===== config.mk =====
export PLATFORM = sky130hd
export DESIGN_NAME = rtw_top
export DESIGN_NICKNAME = d
export VERILOG_FILES = /design/src/rtl/rtw_pkg.sv /design/src/rtl/rtw_top.sv /design/src/rtl/rtw_timebase.sv /design/src/rtl/rtw_calendar.sv
export SDC_FILE = /design/constraint.sdc
export NUM_CORES = 1
export LEC_CHECK = 0
export BUFFER_PORTS_ARGS = -buffer_cell sky130_fd_sc_hd__buf_2
export CAP_MARGIN = 30
export CORE_MARGIN = 5
export CORE_UTILIZATION = 45
export CTS_BUF_LIST = sky130_fd_sc_hd__clkbuf_8
export CTS_CLUSTER_SIZE = 28
export DETAILED_ROUTE_END_ITERATION = 8
export PLACE_DENSITY_LB_ADDON = 0.2
export SYNTH_ARGS = -nofsm -noshare
export SYNTH_HDL_FRONTEND = slang
export SYNTH_SLANG_ARGS = --single-unit
export TNS_END_PERCENT = 30

===== constraint.sdc =====
create_clock -name clk -period 5.4 [get_ports clk]
set_input_delay 0.27 -clock clk [delete_from_list [all_inputs] [get_ports clk]]
set_output_delay 0.27 -clock clk [all_outputs]
set_load 0.005 [all_outputs]

===== src/rtl/rtw_pkg.sv =====
// shared constants, types and bcd helpers for the rtc alarm and time window
package rtw_pkg;

   // register byte addresses on the special function register bus
   localparam logic [11:0] ADDR_PAD_CFG = 12'hf3c;
   localparam logic [11:0] ADDR_RTC_CFG = 12'hf3f;
   localparam logic [11:0] ADDR_ALM_LO = 12'hf8e;
   localparam logic [11:0] ADDR_ALM_HI = 12'hf8f;
   localparam logic [11:0] ADDR_ALM_RPT = 12'hf90;
   localparam logic [11:0] ADDR_ALM_CFG = 12'hf91;
   localparam logic [11:0] ADDR_TIM_LO = 12'hf98;
   localparam logic [11:0] ADDR_TIM_HI = 12'hf99;

   // field positions
   localparam int PAD_BUF_BIT = 0;
   localparam int PAD_SEL_LSB = 1;
   localparam int CFG_PTR_LSB = 0;
   localparam int CFG_OE_BIT = 2;
   localparam int CFG_HALF_BIT = 3;
   localparam int CFG_WREN_BIT = 5;
   localparam int ALM_PTR_LSB = 0;
   localparam int ALM_MASK_LSB = 2;
   localparam int ALM_CHIME_BIT = 6;
   localparam int ALM_EN_BIT = 7;

   // reset values
   localparam logic [2:0] PAD_CFG_RST = 3'h0;
   localparam logic [7:0] ALM_CFG_RST = 8'h00;
   localparam logic [7:0] ALM_RPT_RST = 8'h00;
   localparam logic [1:0] PTR_RST = 2'h0;

   // pin output select codes
   localparam logic [1:0] SEL_ALARM = 2'h0;
   localparam logic [1:0] SEL_SECONDS = 2'h1;
   localparam logic [1:0] SEL_SOURCE = 2'h2;

   // alarm interval mask codes
   localparam logic [3:0] MASK_HALF = 4'h0;
   localparam logic [3:0] MASK_SEC = 4'h1;
   localparam logic [3:0] MASK_TEN_SEC = 4'h2;
   localparam logic [3:0] MASK_MIN = 4'h3;
   localparam logic [3:0] MASK_TEN_MIN = 4'h4;
   localparam logic [3:0] MASK_HOUR = 4'h5;
   localparam logic [3:0] MASK_DAY = 4'h6;
   localparam logic [3:0] MASK_WEEK = 4'h7;
   localparam logic [3:0] MASK_MONTH = 4'h8;
   localparam logic [3:0] MASK_YEAR = 4'h9;

   // implemented bits of each value byte
   localparam logic [7:0] YEAR_BITS = 8'hff;
   localparam logic [7:0] MONTH_BITS = 8'h1f;
   localparam logic [7:0] DAY_BITS = 8'h3f;
   localparam logic [7:0] WEEKDAY_VALUE_BITS = 8'h07;
   localparam logic [7:0] HOUR_BITS = 8'h3f;
   localparam logic [7:0] MINSEC_BITS = 8'h7f;

   // bcd wrap points
   localparam logic [7:0] BCD_ZERO = 8'h00;
   localparam logic [7:0] BCD_ONE = 8'h01;
   localparam logic [7:0] MINSEC_LAST = 8'h59;
   localparam logic [7:0] HOUR_LAST = 8'h23;
   localparam logic [7:0] WEEKDAY_VALUE_LAST = 8'h06;
   localparam logic [7:0] MONTH_LAST = 8'h12;
   localparam logic [7:0] YEAR_LAST = 8'h99;
   localparam logic [7:0] RPT_WRAP = 8'hff;

   // time base: source edges in half a second
   localparam int SRC_CLK_HZ = 32768;
   localparam int HALF_SEC_EDGES = SRC_CLK_HZ / 2;

   typedef struct packed {
      logic [7:0] year;
      logic [7:0] month;
      logic [7:0] day;
      logic [7:0] weekday;
      logic [7:0] hours;
      logic [7:0] minutes;
      logic [7:0] seconds;
   } rtw_time_t;

   typedef struct packed {
      logic en;
      logic high;
      logic [1:0] ptr;
      logic [7:0] data;
   } rtw_wr_t;

   function automatic logic [7:0] rtw_bcd_inc(input logic [7:0] v,
      input logic [7:0] last, input logic [7:0] first);
      if (v == last)
         return first;
      else if (v[3:0] == 4'h9)
         return {v[7:4] + 4'h1, 4'h0};
      else
         return {v[7:4], v[3:0] + 4'h1};
   endfunction : rtw_bcd_inc

   // years 2000..2099: every year divisible by four is a leap year
   function automatic logic [7:0] rtw_last_day(input logic [7:0] month,
      input logic [7:0] year);
      logic leap;
      leap = year[4] ? (year[3:0] == 4'h2 || year[3:0] == 4'h6)
                     : (year[3:0] == 4'h0 || year[3:0] == 4'h4 ||
                        year[3:0] == 4'h8);
      case (month)
         8'h02: return leap ? 8'h29 : 8'h28;
         8'h04, 8'h06, 8'h09, 8'h11: return 8'h30;
         default: return 8'h31;
      endcase
   endfunction : rtw_last_day

endpackage : rtw_pkg


===== src/rtl/rtw_top.sv =====
// rtc alarm, repeat counter, pin output and time/alarm register windows
`timescale 1ns/1ps
`default_nettype none
// How it works
// RULE1: select field routes alarm, seconds or source
// RULE2: pin driven only while output enable set
// RULE3: alarm auto-disables at count zero without chime
// RULE4: chime wraps counter 00 to ff, else holds
// RULE5: mask codes 0-5 half second through hourly
// RULE6: codes 6-9 daily to yearly, leap aware
// RULE7: firmware avoids reserved mask codes
// RULE8: alarm pointer decrements on high access, stops 00
// RULE9: alarm pointer picks alarm byte per window
// RULE10: repeat counter decrements on each alarm
// RULE11: time pointer 3 gives year low, zero high
// RULE12: time pointers 0-2 map minute/second through month/day
// RULE13: year is two bcd digits
// RULE14: month tens bit4, ones bits 3-0
// RULE15: day tens bits 5-4, ones bits 3-0
// RULE16: weekday three bits, 0 to 6
// RULE17: hours tens bits 5-4, 24-hour count
// RULE18: minutes and seconds tens bits 6-4
// RULE19: date and hour writes need write enable
// RULE20: reserved time slot stores nothing, reads zero
// RULE21: time pointer decrements on high access, stops 00
// RULE22: time windows locked while write enable clear
// RULE23: bcd digits carry at ten, day rolls over
// RULE24: alarm fires when unmasked fields match
module rtw_top #(
   parameter int HALF_EDGES = rtw_pkg::HALF_SEC_EDGES
) (
   input wire logic clk,
   input wire logic rstn,
   input wire logic [11:0] sfr_addr,
   input wire logic sfr_wr,
   input wire logic sfr_rd,
   input wire logic [7:0] sfr_wdata,
   output logic [7:0] sfr_rdata,
   input wire logic timebase_source_select,
   input wire logic crystal_oscillator,
   input wire logic internal_rc_oscillator,
   output logic clock_calendar_pin_out,
   output logic clock_calendar_pin_oe,
   output logic parallel_port_buffer_select
);
   import rtw_pkg::*;

   // ---- control state
   logic [1:0] pin_output_select_q;
   logic parallel_port_buffer_select_q;
   logic value_write_enable_q;
   logic clock_pin_output_enable_q;
   logic [1:0] time_window_pointer_q;
   logic [7:0] alarm_config_q;
   logic [7:0] alarm_repeat_count_q;
   logic [7:0] alarm_val_q [6];
   logic [7:0] rdata_q;
   logic alarm_toggle_q;
   logic pin_q;
   logic pin_oe_q;
   logic half_chk_q;
   logic sec_chk_q;

   // ---- time base and calendar
   logic src_level;
   logic half_level;
   logic half_tick;
   logic sec_tick;
   rtw_time_t now;
   rtw_wr_t cal_wr;

   rtw_timebase #(
      .HALF_EDGES(HALF_EDGES)
   ) u_timebase (
      .clk(clk),
      .rstn(rstn),
      .src_pins({internal_rc_oscillator, crystal_oscillator}),
      .src_sel(timebase_source_select),
      .src_level(src_level),
      .half_level(half_level),
      .half_tick(half_tick),
      .sec_tick(sec_tick)
   );

   rtw_calendar u_calendar (
      .clk(clk),
      .sec_tick(sec_tick),
      .wr(cal_wr),
      .now(now)
   );

   // ---- address decode
   wire hit_pad = sfr_addr == ADDR_PAD_CFG;
   wire hit_cfg = sfr_addr == ADDR_RTC_CFG;
   wire hit_alo = sfr_addr == ADDR_ALM_LO;
   wire hit_ahi = sfr_addr == ADDR_ALM_HI;
   wire hit_rpt = sfr_addr == ADDR_ALM_RPT;
   wire hit_acf = sfr_addr == ADDR_ALM_CFG;
   wire hit_tlo = sfr_addr == ADDR_TIM_LO;
   wire hit_thi = sfr_addr == ADDR_TIM_HI;
   wire any_acc = sfr_wr || sfr_rd;

   // ---- alarm config fields
   wire alarm_enable = alarm_config_q[ALM_EN_BIT];
   wire chime = alarm_config_q[ALM_CHIME_BIT];
   wire [3:0] alarm_interval_mask = alarm_config_q[ALM_MASK_LSB +: 4];
   wire [1:0] alarm_window_pointer = alarm_config_q[ALM_PTR_LSB +: 2];

   // ---- pointer stepping: both stop at 00
   wire time_hi_acc = any_acc && hit_thi;
   wire alarm_hi_acc = any_acc && hit_ahi;
   wire [1:0] tptr_step = (time_window_pointer_q == 2'h0) ? 2'h0
                        : time_window_pointer_q - 2'h1; // RULE21
   wire [1:0] aptr_step = (alarm_window_pointer == 2'h0) ? 2'h0
                        : alarm_window_pointer - 2'h1; // RULE8

   // ---- time window writes, locked without write enable
   wire time_wr = sfr_wr && (hit_tlo || hit_thi);
   assign cal_wr.en = time_wr && value_write_enable_q; // RULE19 RULE22
   assign cal_wr.high = hit_thi;
   assign cal_wr.ptr = time_window_pointer_q;
   assign cal_wr.data = sfr_wdata;

   // ---- alarm window: slot index is {pointer, high}; pointer 3 is absent
   wire [2:0] alarm_slot = {alarm_window_pointer, hit_ahi};
   wire alarm_slot_ok = alarm_window_pointer != 2'h3; // RULE9
   wire alarm_val_wr = sfr_wr && (hit_alo || hit_ahi) && alarm_slot_ok;
   logic [7:0] alarm_slot_bits;
   always_comb
   begin
      case (alarm_slot)
         3'd0, 3'd1: alarm_slot_bits = MINSEC_BITS;
         3'd2: alarm_slot_bits = HOUR_BITS;
         3'd3: alarm_slot_bits = WEEKDAY_VALUE_BITS;
         3'd4: alarm_slot_bits = DAY_BITS;
         default: alarm_slot_bits = MONTH_BITS;
      endcase
   end

   // ---- time window read mux
   logic [7:0] time_lo;
   logic [7:0] time_hi;
   always_comb
   begin
      case (time_window_pointer_q)
         2'h0:
         begin
            time_lo = now.seconds;
            time_hi = now.minutes; // RULE12
         end
         2'h1:
         begin
            time_lo = now.hours;
            time_hi = now.weekday; // RULE12
         end
         2'h2:
         begin
            time_lo = now.day;
            time_hi = now.month; // RULE12
         end
         default:
         begin
            time_lo = now.year;
            time_hi = 8'h00; // RULE11 RULE20
         end
      endcase
   end

   wire [7:0] alarm_rd = alarm_slot_ok ? alarm_val_q[alarm_slot] : 8'h00;

   // ---- register read mux; unmapped addresses read zero
   logic [7:0] rd_mux;
   always_comb
   begin
      rd_mux = 8'h00;
      if (hit_pad)
         rd_mux = {5'h0, pin_output_select_q, parallel_port_buffer_select_q};
      if (hit_cfg)
         rd_mux = {2'h0, value_write_enable_q, 1'b0, half_level,
                   clock_pin_output_enable_q, time_window_pointer_q};
      if (hit_acf)
         rd_mux = alarm_config_q;
      if (hit_rpt)
         rd_mux = alarm_repeat_count_q;
      if (hit_alo || hit_ahi)
         rd_mux = alarm_rd;
      if (hit_tlo)
         rd_mux = time_lo;
      if (hit_thi)
         rd_mux = time_hi;
   end

   // ---- alarm match, checked a cycle after the tick so counters settled
   wire m_sec1 = now.seconds[3:0] == alarm_val_q[0][3:0];
   wire m_sec = now.seconds == alarm_val_q[0];
   wire m_min1 = now.minutes[3:0] == alarm_val_q[1][3:0];
   wire m_min = now.minutes == alarm_val_q[1];
   wire m_hr = now.hours == alarm_val_q[2];
   wire m_wd = now.weekday == alarm_val_q[3];
   wire m_day = now.day == alarm_val_q[4];
   wire m_mon = now.month == alarm_val_q[5];
   wire m_hms = m_sec && m_min && m_hr;
   logic alarm_hit;
   always_comb
   begin
      case (alarm_interval_mask)
         MASK_HALF: alarm_hit = half_chk_q; // RULE5
         MASK_SEC: alarm_hit = sec_chk_q; // RULE5
         MASK_TEN_SEC: alarm_hit = sec_chk_q && m_sec1; // RULE5
         MASK_MIN: alarm_hit = sec_chk_q && m_sec; // RULE5
         MASK_TEN_MIN: alarm_hit = sec_chk_q && m_sec && m_min1; // RULE5
         MASK_HOUR: alarm_hit = sec_chk_q && m_sec && m_min; // RULE5
         MASK_DAY: alarm_hit = sec_chk_q && m_hms; // RULE6
         MASK_WEEK: alarm_hit = sec_chk_q && m_hms && m_wd; // RULE6
         MASK_MONTH: alarm_hit = sec_chk_q && m_hms && m_day; // RULE6
         // feb 29 only exists in leap years, so it fires every fourth
         MASK_YEAR: alarm_hit = sec_chk_q && m_hms && m_day && m_mon; // RULE6
         // reserved codes never fire
         default: alarm_hit = 1'b0; // RULE7
      endcase
   end
   wire alarm_event = alarm_enable && alarm_hit; // RULE24

   // ---- repeat counter and alarm config next values
   wire rpt_zero = alarm_repeat_count_q == 8'h00;
   wire [7:0] rpt_event = rpt_zero ? (chime ? RPT_WRAP : 8'h00) // RULE4
                        : alarm_repeat_count_q - 8'h01; // RULE10
   wire auto_off = alarm_event && rpt_zero && !chime; // RULE3
   wire [7:0] acfg_base = (sfr_wr && hit_acf) ? sfr_wdata : alarm_config_q;
   wire [1:0] aptr_next = alarm_hi_acc ? aptr_step : acfg_base[1:0];
   // the hardware clear lands after a same-cycle software write
   wire [7:0] acfg_next = {acfg_base[7] && !auto_off, acfg_base[6:2],
                           aptr_next};

   // ---- output pin source
   logic pin_sel;
   always_comb
   begin
      case (pin_output_select_q)
         SEL_ALARM: pin_sel = alarm_toggle_q; // RULE1
         SEL_SECONDS: pin_sel = half_level; // RULE1
         SEL_SOURCE: pin_sel = src_level; // RULE1
         default: pin_sel = 1'b0;
      endcase
   end

   // ---- control registers
   always_ff @(posedge clk)
   begin
      if (!rstn)
      begin
         pin_output_select_q <= PAD_CFG_RST[PAD_SEL_LSB +: 2];
         parallel_port_buffer_select_q <= PAD_CFG_RST[PAD_BUF_BIT];
      end
      else if (sfr_wr && hit_pad)
      begin
         pin_output_select_q <= sfr_wdata[PAD_SEL_LSB +: 2];
         parallel_port_buffer_select_q <= sfr_wdata[PAD_BUF_BIT];
      end
   end

   always_ff @(posedge clk)
   begin
      if (!rstn)
      begin
         value_write_enable_q <= 1'b0;
         clock_pin_output_enable_q <= 1'b0;
         time_window_pointer_q <= PTR_RST;
      end
      else if (sfr_wr && hit_cfg)
      begin
         value_write_enable_q <= sfr_wdata[CFG_WREN_BIT];
         clock_pin_output_enable_q <= sfr_wdata[CFG_OE_BIT];
         time_window_pointer_q <= sfr_wdata[CFG_PTR_LSB +: 2];
      end
      else if (time_hi_acc)
         time_window_pointer_q <= tptr_step; // RULE21
   end

   always_ff @(posedge clk)
   begin
      if (!rstn)
      begin
         alarm_config_q <= ALM_CFG_RST;
         alarm_repeat_count_q <= ALM_RPT_RST;
      end
      else
      begin
         alarm_config_q <= acfg_next; // RULE3 RULE8
         if (alarm_event)
            alarm_repeat_count_q <= rpt_event; // RULE4 RULE10
         else if (sfr_wr && hit_rpt)
            alarm_repeat_count_q <= sfr_wdata;
      end
   end

   // alarm values power up unknown like the time values
   always_ff @(posedge clk)
   begin
      if (alarm_val_wr)
         alarm_val_q[alarm_slot] <= sfr_wdata & alarm_slot_bits; // RULE9
   end

   always_ff @(posedge clk)
   begin
      if (!rstn)
      begin
         rdata_q <= 8'h00;
         alarm_toggle_q <= 1'b0;
         half_chk_q <= 1'b0;
         sec_chk_q <= 1'b0;
         pin_q <= 1'b0;
         pin_oe_q <= 1'b0;
      end
      else
      begin
         rdata_q <= sfr_rd ? rd_mux : rdata_q;
         alarm_toggle_q <= alarm_toggle_q ^ alarm_event;
         half_chk_q <= half_tick;
         sec_chk_q <= sec_tick;
         pin_q <= clock_pin_output_enable_q && pin_sel; // RULE2
         pin_oe_q <= clock_pin_output_enable_q; // RULE2
      end
   end

   assign sfr_rdata = rdata_q;
   assign clock_calendar_pin_out = pin_q;
   assign clock_calendar_pin_oe = pin_oe_q;
   assign parallel_port_buffer_select = parallel_port_buffer_select_q;
endmodule : rtw_top
`default_nettype wire


===== src/rtl/rtw_timebase.sv =====
// source clock synchroniser and half-second divider
`timescale 1ns/1ps
`default_nettype none
module rtw_timebase #(
   parameter int HALF_EDGES = rtw_pkg::HALF_SEC_EDGES
) (
   input wire logic clk,
   input wire logic rstn,
   input wire logic [1:0] src_pins,
   input wire logic src_sel,
   output logic src_level,
   output logic half_level,
   output logic half_tick,
   output logic sec_tick
);
   import rtw_pkg::*;

   localparam int CW = $clog2(HALF_EDGES);

   if (HALF_EDGES < 2)
      $error("rtw_timebase: HALF_EDGES must be at least 2");

   logic [1:0] lvl;
   logic [1:0] rise;
   logic [CW-1:0] cnt_q;
   logic half_q;
   logic half_tick_q;
   logic sec_tick_q;
   wire edge_sel = rise[src_sel];
   wire cnt_end = cnt_q == CW'(HALF_EDGES - 1);

   // a pin change counts only once the second and third stages agree
   for (genvar i = 0; i < 2; i++)
   begin : g_src
      logic [2:0] sh_q;
      logic lvl_q;
      wire agree = sh_q[1] == sh_q[2];
      always_ff @(posedge clk)
      begin
         if (!rstn)
         begin
            sh_q <= 3'h0;
            lvl_q <= 1'b0;
         end
         else
         begin
            sh_q <= {sh_q[1:0], src_pins[i]};
            lvl_q <= agree ? sh_q[1] : lvl_q;
         end
      end
      assign lvl[i] = lvl_q;
      assign rise[i] = agree && sh_q[1] && !lvl_q;
   end

   always_ff @(posedge clk)
   begin
      if (!rstn)
      begin
         cnt_q <= '0;
         half_q <= 1'b0;
         half_tick_q <= 1'b0;
         sec_tick_q <= 1'b0;
      end
      else
      begin
         cnt_q <= edge_sel ? (cnt_end ? '0 : cnt_q + 1'b1) : cnt_q;
         half_q <= (edge_sel && cnt_end) ? ~half_q : half_q;
         half_tick_q <= edge_sel && cnt_end;
         sec_tick_q <= edge_sel && cnt_end && half_q;
      end
   end

   assign src_level = lvl[src_sel];
   assign half_level = half_q;
   assign half_tick = half_tick_q;
   assign sec_tick = sec_tick_q;
endmodule : rtw_timebase
`default_nettype wire


===== src/rtl/rtw_calendar.sv =====
// bcd time and date counters with windowed writes
`timescale 1ns/1ps
`default_nettype none
module rtw_calendar (
   input wire logic clk,
   input wire logic sec_tick,
   input wire rtw_pkg::rtw_wr_t wr,
   output rtw_pkg::rtw_time_t now
);
   import rtw_pkg::*;

   // value registers power up unknown and are not touched by reset
   rtw_time_t t_q;
   rtw_time_t inc;
   wire [7:0] last_day = rtw_last_day(t_q.month, t_q.year);
   wire sec_c = t_q.seconds == MINSEC_LAST;
   wire min_c = sec_c && t_q.minutes == MINSEC_LAST;
   wire hr_c = min_c && t_q.hours == HOUR_LAST;
   wire day_c = hr_c && t_q.day == last_day;
   wire mon_c = day_c && t_q.month == MONTH_LAST;

   // digits carry at ten; 23:59:59 rolls into the next day
   always_comb
   begin
      inc = t_q;
      inc.seconds = rtw_bcd_inc(t_q.seconds, MINSEC_LAST, BCD_ZERO); // RULE23
      if (sec_c)
         inc.minutes = rtw_bcd_inc(t_q.minutes, MINSEC_LAST, BCD_ZERO);
      if (min_c)
         inc.hours = rtw_bcd_inc(t_q.hours, HOUR_LAST, BCD_ZERO); // RULE23
      if (hr_c)
      begin
         inc.weekday = rtw_bcd_inc(t_q.weekday, WEEKDAY_VALUE_LAST, BCD_ZERO);
         inc.day = rtw_bcd_inc(t_q.day, last_day, BCD_ONE); // RULE23
      end
      if (day_c)
         inc.month = rtw_bcd_inc(t_q.month, MONTH_LAST, BCD_ONE);
      if (mon_c)
         inc.year = rtw_bcd_inc(t_q.year, YEAR_LAST, BCD_ZERO);
   end

   // a write in the same cycle as a tick wins for the whole set
   always_ff @(posedge clk)
   begin
      if (wr.en)
      begin
         case ({wr.ptr, wr.high})
            3'b000: t_q.seconds <= wr.data & MINSEC_BITS; // RULE18
            3'b001: t_q.minutes <= wr.data & MINSEC_BITS; // RULE18
            3'b010: t_q.hours <= wr.data & HOUR_BITS; // RULE17
            3'b011: t_q.weekday <= wr.data & WEEKDAY_VALUE_BITS; // RULE16
            3'b100: t_q.day <= wr.data & DAY_BITS; // RULE15
            3'b101: t_q.month <= wr.data & MONTH_BITS; // RULE14
            3'b110: t_q.year <= wr.data & YEAR_BITS; // RULE13
            default: t_q <= t_q; // RULE20
         endcase
      end
      else if (sec_tick)
         t_q <= inc;
   end

   assign now = t_q;
endmodule : rtw_calendar
`default_nettype wire


== Yosys cells after proc, flatten, opt, wreduce, memory -nomap -nowiden ==
Memory sizes are Yosys's and may differ from the RTL's.
Cells that the tools add are included.
Word-level totals
  bits in registers: 117
  latch bits: 0
  memory bits (writable): 48
  bits in read-only memories: 0
  bits of input ports: 27
  output and inout bits: 11
  word-level logic and storage cells: 280
  memories kept: 1
Operators by class
  $add $sub $neg: 18
  multiply operators: 0
  divide/modulo/power cells: 0
  $lt $le $gt $ge: 1
  equal/unequal tests: 73
  shifts and indexed selects: 0
  muxes and demuxes: 61
  bitwise gates (word level): 3
  reduce and logical (&&, ||, !) cells: 86
Memories
  alarm_val_q: depth 6, width 8, read ports 7, clocked after Yosys merged registers in 0, write ports 1, RTL line rtw_top.sv:56  | logic [7:0] alarm_val_q [6];
Operators with widths (count)
  8-bit 2-to-1 mux: 37
  56-bit 2-to-1 mux: 2
  12-bit equality test, second input constant: 8
  4-bit by 1-bit adder with 4-bit output, second input constant: 14
  8-bit equality test: 7
  8-bit one-hot mux with 3 select lines: 2
  4-bit equality test, second input constant: 10
  1-bit logical AND: 35
  4-bit by 3-bit equality test with 1-bit output, second input constant: 6
  8-bit by 3-bit equality test with 1-bit output, second input constant: 3
  4-bit AND reduction: 6
  7-bit one-hot mux with 3 select lines: 1
  3-bit AND reduction: 7
  3-bit nonzero test: 7
  2-bit nonzero test: 9
  8-bit by 5-bit equality test with 1-bit output, second input constant: 2
  8-bit by 7-bit equality test with 1-bit output, second input constant: 2
  16-bit 2-to-1 mux: 1
  8-bit one-hot mux with 2 select lines: 1
  14-bit by 1-bit adder with 14-bit output, second input constant: 1
  14-bit equality test, second input constant: 1
  14-bit 2-to-1 mux: 1
  2-bit by 1-bit != test with 1-bit output, second input constant: 7
  3-bit by 2-bit equality test with 1-bit output, second input constant: 4
  33 further kinds: 68

== Depth between registers and ports, before layout ==
Gate-level depths: netlist of the first run.
An unclocked memory read counts as a cell.
  word-level depth: 13
  gate-level depth with buffers: 9
  mapped depth without buffers: 9

== Hierarchy ==
From an unflattened synthesis of the first run, not the netlist that was laid out.
Second synthesis, totals
  cell total of the unflattened synthesis: 908
  area total of the unflattened synthesis: 9436.6 um^2
By module, submodules not included
  rtw_top: times used 1, cells each 485, area each 4932.2 um^2, sequential area each 1981.9 um^2
  rtw_calendar: times used 1, cells each 312, area each 3412.0 um^2, sequential area each 1681.6 um^2
  rtw_timebase: times used 1, cells each 111, area each 1092.3 um^2, sequential area each 500.5 um^2

== Worst setup path before layout of the first run ==
Ideal clock, no wire load.
  path type: register -> register
  from: register u_calendar.t_q, in the netlist u_calendar.now[44]
  to: register u_calendar.t_q, in the netlist u_calendar.now[44], enable pin
  library setup time: 0.335 ns
  arrival time: 2.231 ns
  data required time: 5.065 ns
  slack: 2.833 ns
  stages on the path, launching flop included: 9
  path buffers: 0
  period minus slack after synthesis: 2.567 ns
  path through: edfxtp_1 > inv_1 > ha_1 > nand2b_1 > o32a_1 > a2111oi_4 > xnor2_1 > or3_4 > o21ai_1
On the way
  cells in the longest elaborated chain, start to end: 7
  elaborated cells between the ends (all ways): 13
  classes of those cells: eq/ne: 7; mux: 1; reduce/logical: 5
Ends and longest elaborated chain
  from (decl): RTL line rtw_calendar.sv:13  | rtw_time_t t_q;
  from (signal assigned): RTL line rtw_calendar.sv:55  | default: t_q <= t_q;
  from (signal assigned): RTL line rtw_calendar.sv:59  | t_q <= inc;
  8-bit by 3-bit equality test with 1-bit output (tied with other cells): RTL line rtw_pkg.sv:105  | case (month)
  4-bit OR reduction: RTL line rtw_pkg.sv:105
  8-bit one-hot mux with 2 select lines: RTL line rtw_pkg.sv:105
  8-bit equality test: RTL line rtw_calendar.sv:19  | wire day_c = hr_c && t_q.day == last_day;
  1-bit logical AND: RTL line rtw_calendar.sv:19
  2-bit nonzero test (no source line)
  4-bit AND reduction (no source line) *
Every way passes the cells marked *; elsewhere a longest branch is shown, timed or not.
A chain may end at the register's enable or synchronous reset.

== Final worst setup path of the first run ==
  from: input sfr_addr[11]
  to: register u_calendar.t_q, in the netlist u_calendar.now[29], enable pin
On the way
  cells in the longest elaborated chain, start to end: 6
  elaborated cells between the ends (all ways): 11
  classes of those cells: eq/ne: 4; reduce/logical: 7
Ends and longest elaborated chain
  from (decl): RTL line rtw_top.sv:34  | input wire logic [11:0] sfr_addr,
  12-bit equality test (on tied branches): RTL line rtw_top.sv:99, rtw_top.sv:100
  1-bit logical OR: RTL line rtw_top.sv:118  | wire time_wr = sfr_wr && (hit_tlo || hit_thi);
  1-bit logical AND: RTL line rtw_top.sv:118
  1-bit logical AND: RTL line rtw_top.sv:119  | assign cal_wr.en = time_wr && value_write_enable_q;
  2-bit by 1-bit != test with 1-bit output (no source line) (tied with other cells)
  4-bit AND reduction (no source line) *
Marked as above.

==> impl_results.html, run 1 <==
<table>
<tr><th>Metric</th><th>Value</th></tr>
<tr><th colspan="2">Outcome</th></tr>
<tr><td>Status</td><td>finished clean</td></tr>
<tr><th colspan="2">CTS</th></tr>
<tr><td>TritonCTS clock tree</td><td>yes</td></tr>
<tr><td>CTS clock-pin slew for the worst setup and hold paths</td><td>about 0.10 ns</td></tr>
<tr><td>CTS sink count</td><td>approximately 160</td></tr>
<tr><td>Number of post-CTS setup repair buffers</td><td>0</td></tr>
<tr><td>Root buffer selected by CTS</td><td>sky130_fd_sc_hd__clkbuf_8</td></tr>
<tr><td>Clock Tree Buf Depth</td><td>2</td></tr>
<tr><td>TritonCTS Buffers</td><td>17</td></tr>
<tr><td>H-tree depth</td><td>4</td></tr>
<tr><td>Clock Latency Late Sink</td><td>~0.48 ns</td></tr>
<tr><td>Post-CTS sizing</td><td>0</td></tr>
<tr><th colspan="2">Power</th></tr>
<tr><td>Power per cell area</td><td>228 nW/um^2</td></tr>
<tr><td>Static leakage power</td><td>about 3.3 nW</td></tr>
<tr><td>Overall power of the completed layout</td><td>around 2.3 mW</td></tr>
<tr><td>Maximum vdd drop</td><td>0.202 mV</td></tr>
<tr><th colspan="2">Yosys</th></tr>
<tr><td>Mean Syn Cell Area</td><td>between 9 and 10 um^2</td></tr>
<tr><td>Synth Net Count</td><td>between 900 and 1000</td></tr>
<tr><td>Count of cell types in the netlist</td><td>66</td></tr>
<tr><td>Cell area after synthesis</td><td>9060 um^2</td></tr>
<tr><td>Post-synthesis sequential area ratio</td><td>45.9%</td></tr>
<tr><td>Number of synthesized flops with an enable pin</td><td>between 90 and 100</td></tr>
<tr><td>Number of register bits inferred by synthesis</td><td>159</td></tr>
<tr><td>Most used flip-flop cell after synthesis</td><td>sky130_fd_sc_hd__edfxtp_1</td></tr>
<tr><td>Post-synth ARST share</td><td>0%</td></tr>
<tr><td>Synthesis Warnings</td><td>0</td></tr>
<tr><td>Number of instances in the synthesized netlist</td><td>924</td></tr>
<tr><th colspan="2">Floorplan</th></tr>
<tr><td>Placeable core region</td><td>20000 um^2</td></tr>
<tr><td>Die Span X</td><td>about 150 um</td></tr>
<tr><td>Number of top-level pins</td><td>38</td></tr>
<tr><td>Chip height</td><td>around 150 um</td></tr>
<tr><td>Standard-cell row count</td><td>52</td></tr>
<tr><td>Die area</td><td>around 23000 um^2</td></tr>
<tr><td>Initial cell density of the core</td><td>45.2%</td></tr>
<tr><th colspan="2">Layout</th></tr>
<tr><td>Layout cell share with drive strength beyond 1</td><td>10.8%</td></tr>
<tr><td>Layout overhead on the synthesized area</td><td>8.81%</td></tr>
<tr><td>Finished Layout Cells</td><td>1229</td></tr>
<tr><td>Antenna fix cells</td><td>0</td></tr>
<tr><td># nets final</td><td>998</td></tr>
<tr><th colspan="2">Placement</th></tr>
<tr><td>Weighted congestion at the end of routability-driven global placement</td><td>0.952</td></tr>
<tr><td>Count of input and output buffers</td><td>37</td></tr>
<tr><td>Cell total after placement</td><td>1196</td></tr>
<tr><td>Estimated wirelength of the detail-placed design</td><td>about 20 mm</td></tr>
<tr><th colspan="2">Setup path</th></tr>
<tr><td>Top fanout value on the critical path</td><td>20</td></tr>
<tr><td>Capturing element type of the critical path</td><td>flop</td></tr>
<tr><td>Arr. time, crit path</td><td>3.13 ns</td></tr>
<tr><td>Required time at the worst-slack endpoint</td><td>5.51 ns</td></tr>
<tr><td>Crit start category</td><td>input port</td></tr>
<tr><td>Critical path start-end classification</td><td>in2reg</td></tr>
<tr><th colspan="2">Timing</th></tr>
<tr><td>Hold violation count in the final report</td><td>0</td></tr>
<tr><td>Fmax</td><td>331 MHz</td></tr>
<tr><td>Number of pins exceeding their max-slew limit in the final report</td><td>0</td></tr>
<tr><td>Final setup fails</td><td>0</td></tr>
<tr><td>Period utilisation layout</td><td>55.9%</td></tr>
<tr><td>Unrepaired setup endpoints after global routing</td><td>no</td></tr>
<tr><td>Pin slew with the least headroom to its limit</td><td>0.936 ns</td></tr>
<tr><td>Headroom to the max-slew limit</td><td>37.1%</td></tr>
<tr><td>Final-layout setup total negative slack</td><td>0 ns</td></tr>
<tr><td>Crit path time final</td><td>3.02 ns</td></tr>
<tr><td>Clock Skews</td><td>0.0116 ns</td></tr>
<tr><th colspan="2">Route</th></tr>
<tr><td>TritonRoute pass-1 iters</td><td>5</td></tr>
<tr><td>Post-DRT Antenna Nets</td><td>0</td></tr>
<tr><td>Drt initial violations</td><td>695</td></tr>
<tr><td>Via density per instance</td><td>5.82</td></tr>
<tr><td>Mean routed wirelength per cell</td><td>21.4 um</td></tr>
<tr><td>Total via count in the routed design</td><td>a little over 7000</td></tr>
<tr><td>DRC violation count after routing</td><td>0</td></tr>
<tr><td>Routed Wire Length</td><td>26.3 mm</td></tr>
<tr><th colspan="2">Global routing</th></tr>
<tr><td>Total Routing Usage GR</td><td>22.5%</td></tr>
<tr><td>Antenna violations before repair</td><td>1</td></tr>
<tr><td>Via count of the first global-routing pass</td><td>~7000</td></tr>
<tr><td>Pin count of the biggest net entering global routing</td><td>54</td></tr>
<tr><td>First-pass GRT wire length</td><td>40.6 mm</td></tr>
<tr><td>Global route overflow</td><td>0</td></tr>
<tr><th colspan="2">Min path</th></tr>
<tr><td>Class of the most critical hold timing path</td><td>in2reg</td></tr>
<tr><th colspan="2">Flow run</th></tr>
<tr><td>Max_cap viols</td><td>0</td></tr>
</table>
final timing paths:
check	start	end	slack [ns]	depth (start not counted)
worst max-delay path	sfr_addr[11]	u_calendar.now[29]$_SDFFCE_PP0P_	2.38	8
worst min register to register	u_timebase.half_tick$_SDFF_PN0_	half_chk_q$_SDFF_PN0_	0.43	1
worst max register to register	u_calendar.now[5]$_DFFE_PP_	u_calendar.now[29]$_SDFFCE_PP0P_	2.43	8
worst min-delay path	crystal_oscillator	u_timebase.g_src[0].sh_q[0]$_SDFF_PN0_	0.03	2
critical path: stages:
cell	delay (ns)
sky130_fd_sc_hd__buf_2	0.08
sky130_fd_sc_hd__nand4_1	0.28
sky130_fd_sc_hd__nor4_2	0.67
sky130_fd_sc_hd__nor2b_1	0.21
sky130_fd_sc_hd__buf_4	0.27
sky130_fd_sc_hd__nand3b_1	0.14
sky130_fd_sc_hd__o21ai_0	0.65
sky130_fd_sc_hd__a21boi_0	0.54
cell families after synthesis:
kind of cell    synth area share, %
compound gates                 11.7
xor+xnor                       7.92
fa+ha+maj                      3.45
buf+inv                        2.97
flops                          45.9
mux                            7.92
simple gates                   20.1
per-stage QoR:
stage          hold slack, ns  worst slack, ns  util [%]  cell area (um^2)
4_1_cts                0.0135             2.46      49.2              9860
2_1_floorplan           0.369             2.83         -              9060
3_5_place_dp            0.421             1.96      47.2              9450
3_3_place_gp            0.413             2.14      47.2              9450
5_1_grt               0.00428             2.22      49.2              9860
6_report               0.0257             2.38      49.2              9860
registers in the layout, summed over array words and instances (netlist names), 2 cells and up:
name                    count
alarm_config_q              8
alarm_repeat_count_q        8
alarm_val_q                42
pin_output_select_q         2
sfr_rdata                   8
time_window_pointer_q       2
u_calendar.now             56
u_timebase.cnt_q           14
u_timebase.g_src.lvl_q      2
u_timebase.g_src.sh_q       6
cell usage in the layout, fill, tap and decap left out, types with 14 or more instances in the layout:
| master | synthesis | routed |
|---|---|---|
| sky130_fd_sc_hd__nand2_1 | 120 | 120 |
| sky130_fd_sc_hd__edfxtp_1 | 98 | 98 |
| sky130_fd_sc_hd__o21ai_0 | 75 | 75 |
| sky130_fd_sc_hd__nor2_1 | 63 | 63 |
| sky130_fd_sc_hd__dfxtp_1 | 61 | 61 |
| sky130_fd_sc_hd__xor2_1 | 50 | 50 |
| sky130_fd_sc_hd__nand3_1 | 45 | 45 |
| sky130_fd_sc_hd__mux2i_1 | 38 | 38 |
| sky130_fd_sc_hd__buf_2 | 8 | 37 |
| sky130_fd_sc_hd__a21oi_1 | 34 | 34 |
| sky130_fd_sc_hd__xnor2_1 | 32 | 32 |
| sky130_fd_sc_hd__inv_1 | 27 | 27 |
| sky130_fd_sc_hd__ha_1 | 25 | 25 |
| sky130_fd_sc_hd__nor2b_1 | 23 | 23 |
| sky130_fd_sc_hd__and2_1 | 22 | 22 |
| sky130_fd_sc_hd__clkbuf_8 | 0 | 17 |
| sky130_fd_sc_hd__nand4_1 | 14 | 14 |
layout make-up:
cell class | instances | area [um^2]
flip-flops and latches | 159 | 4160
repair buffers | 42 | 225
multi-input cells | 699 | 4630
clock buffers | 17 | 234
inverters | 27 | 101
clock inverters | 15 | 169
well taps | 270 | 338
fillers | 1938 | 10200
synth_stat cells, types with 4 or more instances:
cell type	number	area (um^2)
sky130_fd_sc_hd__nand2_1	120	450
sky130_fd_sc_hd__edfxtp_1	98	2940
sky130_fd_sc_hd__o21ai_0	75	375
sky130_fd_sc_hd__nor2_1	63	236
sky130_fd_sc_hd__dfxtp_1	61	1220
sky130_fd_sc_hd__xor2_1	50	438
sky130_fd_sc_hd__nand3_1	45	225
sky130_fd_sc_hd__mux2i_1	38	380
sky130_fd_sc_hd__a21oi_1	34	170
sky130_fd_sc_hd__xnor2_1	32	280
sky130_fd_sc_hd__inv_1	27	101
sky130_fd_sc_hd__ha_1	25	313
sky130_fd_sc_hd__clkbuf_1	24	90.1
sky130_fd_sc_hd__nor2b_1	23	144
sky130_fd_sc_hd__and2_1	22	138
sky130_fd_sc_hd__nand4_1	14	87.6
sky130_fd_sc_hd__nand2b_1	12	75.1
sky130_fd_sc_hd__nor4_1	11	68.8
sky130_fd_sc_hd__mux2_2	10	113
sky130_fd_sc_hd__mux4_2	10	225
sky130_fd_sc_hd__nand3b_1	10	75.1
sky130_fd_sc_hd__nor3_1	9	45.0
sky130_fd_sc_hd__a21boi_0	8	60.1
sky130_fd_sc_hd__a31oi_1	8	50.1
sky130_fd_sc_hd__buf_2	8	40.0
sky130_fd_sc_hd__a22oi_1	6	45.0
sky130_fd_sc_hd__o21ai_1	6	30.0
sky130_fd_sc_hd__and3_1	5	31.3
sky130_fd_sc_hd__buf_1	5	18.8
sky130_fd_sc_hd__o211ai_1	5	37.5
sky130_fd_sc_hd__o21a_1	4	30.0
sky130_fd_sc_hd__or3_1	4	25.0
sky130_fd_sc_hd__or4_1	4	30.0
routing by layer:
| metal | up-vias | routed length [um] | global-route usage (%) |
|---|---|---|---|
| met1 | 3405 | 11200 | 31.6 |
| li1 | 3362 | - | - |
| met5 | - | 35 | 0 |
| met4 | 3 | 792 | 7.36 |
| met2 | 339 | 12000 | 34.9 |
| met3 | 45 | 2280 | 4.44 |
power breakdown:
| group | switching, mW | internal, mW | total [mW] |
|---|---|---|---|
| sequential | 0.00270 | 1.28 | 1.28 |
| clock | 0.545 | 0.353 | 0.898 |
| combinational | 0.0470 | 0.0227 | 0.0697 |
| total | 0.595 | 1.66 | 2.25 |
what timing repair did:
item	CTS	global route
endpoints found under the setup margin	0	0
hold endpoints to repair	1	0
hold buffers	1	0
No activity file was read; power rests on OpenSTA's default activity.
==> run 2: changes to the inputs <==
clock period = 3 ns   (was 5.4 ns; I/O delays follow)
==> run 2 against run 1 <==
Hold slack gained 0.040 ns. Sequential share of layout area fell by 1.4 points. Combinational power up 85%. Register-to-register slack worse by 2.2 ns. Routed wire length up 3.7%. Critical endpoint is now u_calendar.now[47]$_SDFFCE_PP0P_.
==> impl_results.html, run 2 (same netlist as run 1, synthesis figures left out) <==
<table>
<tr><th>Metric</th><th>Value</th></tr>
<tr><th colspan="2">Timing</th></tr>
<tr><td>Crit path time final</td><td>2.76 ns</td></tr>
<tr><td>Final-layout setup total negative slack</td><td>0 ns (unchanged)</td></tr>
<tr><td>Period utilisation layout</td><td>between 90% and 100%</td></tr>
<tr><td>Final setup fails</td><td>0 (unchanged)</td></tr>
<tr><td>Unrepaired setup endpoints after global routing</td><td>no</td></tr>
<tr><td>Hold violation count in the final report</td><td>0 (unchanged)</td></tr>
<tr><td>Headroom to the max-slew limit</td><td>32.5% (-4.6 points)</td></tr>
<tr><td>Fmax</td><td>362 MHz</td></tr>
<tr><td>Hold Slack</td><td>0.0660 ns (+0.0404 ns)</td></tr>
<tr><td>Number of pins exceeding their max-slew limit in the final report</td><td>0 (unchanged)</td></tr>
<tr><td>Pin slew with the least headroom to its limit</td><td>1.00 ns (+0.0683 ns)</td></tr>
<tr><td>Clock Skews</td><td>0.0155 ns (+0.00397 ns)</td></tr>
<tr><th colspan="2">Route</th></tr>
<tr><td>Via density per instance</td><td>5.77 (-0.96%)</td></tr>
<tr><td>Post-DRT Antenna Nets</td><td>0 (unchanged)</td></tr>
<tr><td>Total via count in the routed design</td><td>7339 (+2.6%)</td></tr>
<tr><td>DRC violation count after routing</td><td>0 (unchanged)</td></tr>
<tr><td>Routed Wire Length</td><td>27.3 mm (+3.7%)</td></tr>
<tr><td>Mean routed wirelength per cell</td><td>21.4 um (+0.11%)</td></tr>
<tr><td>TritonRoute pass-1 iters</td><td>5 (unchanged)</td></tr>
<tr><td>Drt initial violations</td><td>727 (+4.6%)</td></tr>
<tr><th colspan="2">CTS</th></tr>
<tr><td>CTS sink count</td><td>159 (unchanged)</td></tr>
<tr><td>Total of hold buffers inserted after clock tree synthesis</td><td>4 (+3)</td></tr>
<tr><td>CTS clock-pin slew for the worst setup and hold paths</td><td>0.10 ns (about the same)</td></tr>
<tr><td>Root buffer selected by CTS</td><td>sky130_fd_sc_hd__clkbuf_8</td></tr>
<tr><td>Clock Latency Late Sink</td><td>0.49 ns (about the same)</td></tr>
<tr><td>Clock Tree Buf Depth</td><td>2 (unchanged)</td></tr>
<tr><td>TritonCTS clock tree</td><td>yes</td></tr>
<tr><td>Number of post-CTS setup repair buffers</td><td>0 (unchanged)</td></tr>
<tr><td>H-tree depth</td><td>4 (unchanged)</td></tr>
<tr><td>Post-CTS sizing</td><td>0 (unchanged)</td></tr>
<tr><td>TritonCTS Buffers</td><td>17 (unchanged)</td></tr>
<tr><th colspan="2">Setup path</th></tr>
<tr><td>Arr. time, crit path</td><td>2.92 ns (-0.21 ns)</td></tr>
<tr><td>Top fanout value on the critical path</td><td>5 (-75%)</td></tr>
<tr><td>Stage delay of the slowest cell on the critical path</td><td>0.49 ns (-0.18 ns)</td></tr>
<tr><td>Cell count of the worst reg-to-reg path</td><td>8 (unchanged)</td></tr>
<tr><td>Critical Path Slowest Stage Cell</td><td>sky130_fd_sc_hd__edfxtp_1</td></tr>
<tr><td>Number of buffers and inverters on the critical path</td><td>1 (-1)</td></tr>
<tr><td>Endpoint of the lowest-slack register-to-register path</td><td>u_calendar.now[47]$_SDFFCE_PP0P_</td></tr>
<tr><td>Chain of cells forming the critical path</td><td>inv_1, ha_1, nand3b_1, or4_1, nor2_1, nand4_1, or3_4, o21ai_1</td></tr>
<tr><td>Required time at the worst-slack endpoint</td><td>3.16 ns (-2.35 ns)</td></tr>
<tr><td>Worst setup path end</td><td>u_calendar.now[47]$_SDFFCE_PP0P_</td></tr>
<tr><td>Register-to-register setup slack</td><td>0.24 ns (-2.19 ns)</td></tr>
<tr><td>Crit path max-delay family</td><td>simple AND/OR/NAND/NOR gates</td></tr>
<tr><td>CP Depth</td><td>8 (unchanged)</td></tr>
<tr><td>Capturing element type of the critical path</td><td>flop</td></tr>
<tr><td>Critical path start-end classification</td><td>reg2reg</td></tr>
<tr><td>Startpoint of the worst-slack reg-to-reg timing path</td><td>u_calendar.now[5]$_DFFE_PP_</td></tr>
<tr><td>Launch point of the critical path</td><td>u_calendar.now[5]$_DFFE_PP_</td></tr>
<tr><td>Crit start category</td><td>flop</td></tr>
<tr><th colspan="2">Floorplan</th></tr>
<tr><td>Standard-cell row count</td><td>52 (unchanged)</td></tr>
<tr><td>Number of top-level pins</td><td>38 (unchanged)</td></tr>
<tr><td>Chip height</td><td>152 um (unchanged)</td></tr>
<tr><td>Die area</td><td>23100 um^2 (unchanged)</td></tr>
<tr><td>Placeable core region</td><td>20000 um^2 (unchanged)</td></tr>
<tr><td>Initial cell density of the core</td><td>45.2% (unchanged)</td></tr>
<tr><td>Die Span X</td><td>152 um (unchanged)</td></tr>
<tr><th colspan="2">Global routing</th></tr>
<tr><td>Global route overflow</td><td>0 (unchanged)</td></tr>
<tr><td>Via count of the first global-routing pass</td><td>7051 (+3.4%)</td></tr>
<tr><td>First-pass GRT wire length</td><td>42.2 mm (+4.0%)</td></tr>
<tr><td>Antenna violations before repair</td><td>0 (-1)</td></tr>
<tr><td>Total Routing Usage GR</td><td>23.6% (+1.2 points)</td></tr>
<tr><td>Pin count of the biggest net entering global routing</td><td>33 (-39%)</td></tr>
<tr><th colspan="2">Layout</th></tr>
<tr><td>Layout cell share with drive strength beyond 1</td><td>14.5% (+3.6 points)</td></tr>
<tr><td># nets final</td><td>1042 (+4.4%)</td></tr>
<tr><td>Top library cells by usage in the layout, fill and taps aside</td><td>120 x sky130_fd_sc_hd__nand2_1, 98 x sky130_fd_sc_hd__edfxtp_1, 75 x sky130_fd_sc_hd__o21ai_0</td></tr>
<tr><td>Number of flip-flops under the largest register name</td><td>56 (unchanged)</td></tr>
<tr><td>Most common cell after layout, fill and taps aside</td><td>sky130_fd_sc_hd__nand2_1</td></tr>
<tr><td>Antenna fix cells</td><td>0 (unchanged)</td></tr>
<tr><td>Fill cell total of the finished layout</td><td>1885 (-2.7%)</td></tr>
<tr><td>Layout overhead on the synthesized area</td><td>12.6%</td></tr>
<tr><th colspan="2">Placement</th></tr>
<tr><td>Weighted congestion at the end of routability-driven global placement</td><td>1.01 (+6.5%)</td></tr>
<tr><td>Count of input and output buffers</td><td>37 (unchanged)</td></tr>
<tr><td>Estimated wirelength of the detail-placed design</td><td>20.3 mm (+3.9%)</td></tr>
<tr><th colspan="2">Power</th></tr>
<tr><td>Power per cell area</td><td>399 nW/um^2 (+75%)</td></tr>
<tr><td>Static leakage power</td><td>3.53 nW (+6.5%)</td></tr>
<tr><td>Maximum vdd drop</td><td>0.240 mV (+19%)</td></tr>
<tr><th colspan="2">Flow run</th></tr>
<tr><td>Max_cap viols</td><td>0 (unchanged)</td></tr>
<tr><th colspan="2">Outcome</th></tr>
<tr><td>Status</td><td>finished clean</td></tr>
<tr><th colspan="2">Min path</th></tr>
<tr><td>Class of the most critical hold timing path</td><td>in2reg</td></tr>
</table>
[run 2: area by class of cell]
cell class / instances / area (um^2) / share of cell area, %
clock inverter: 15 / 165 / 1.62
tap: 270 / 338 / 3.31
sequential: 159 / 4160 / 40.8
clock buffer: 17 / 234 / 2.29
inverter: 27 / 101 / 0.993
multi-input combinational: 699 / 4630 / 45.4
timing repair buffer: 86 / 576 / 5.64
[run 2: through the flow]
stage | util (%) | std cells | worst slack, ns | instance area, um^2 | power [mW]
floorplan | - | 924 | 0.433 | 9060 | 2.42
global placement | 48.8 | 1237 | 0.366 | 9770 | 2.49
detailed placement | 48.8 | 1237 | 0.298 | 9770 | 2.49
CTS | 50.9 | 1273 | 0.278 | 10200 | 4.09
global route | 50.9 | 1273 | 0.0865 | 10200 | 4.21
finish | 50.9 | 1273 | 0.240 | 10200 | 4.08
[run 2: metal layers]
metal	routed length, um	vias to the layer above	track usage [%]	share of wire, %
met4	781	0	8.01	2.9
li1	-	3456	-	-
met3	2330	49	5.80	8.5
met1	11700	3521	32.4	43
met2	12500	313	36.8	46
met5	0	-	0	0
[run 2: worst min path at each step]
stage | slack (ns) | cells past startpoint | startpoint | endpoint
CTS | 0.04 | 3 | sfr_wdata[3] | alarm_config_q[3]$_SDFFE_PN0P_
detailed placement | 0.37 | 2 | crystal_oscillator | u_timebase.g_src[0].sh_q[0]$_SDFF_PN0_
finish | 0.07 | 3 | sfr_wdata[3] | alarm_config_q[3]$_SDFFE_PN0P_
global route | 0.03 | 3 | sfr_wdata[7] | u_calendar.now[55]$_DFFE_PP_
global placement | 0.36 | 2 | crystal_oscillator | u_timebase.g_src[0].sh_q[0]$_SDFF_PN0_
floorplan | 0.25 | 0 | sfr_wdata[0] | alarm_val_q[0][0]$_DFFE_PP_
[run 2: worst register-to-register path: stages, from the launching register on]
cell and delay (ns):
sky130_fd_sc_hd__edfxtp_1 0.49, sky130_fd_sc_hd__inv_1 0.09, sky130_fd_sc_hd__ha_1 0.14, sky130_fd_sc_hd__nand3b_1 0.14, sky130_fd_sc_hd__or4_1 0.49, sky130_fd_sc_hd__nor2_1 0.12
sky130_fd_sc_hd__nand4_1 0.19, sky130_fd_sc_hd__or3_4 0.46, sky130_fd_sc_hd__o21ai_1 0.32
[run 2: power by group]
group | switching, mW | internal (mW)
sequential | 0.00504 | 2.31
combinational | 0.0833 | 0.0453
clock | 1.00 | 0.632
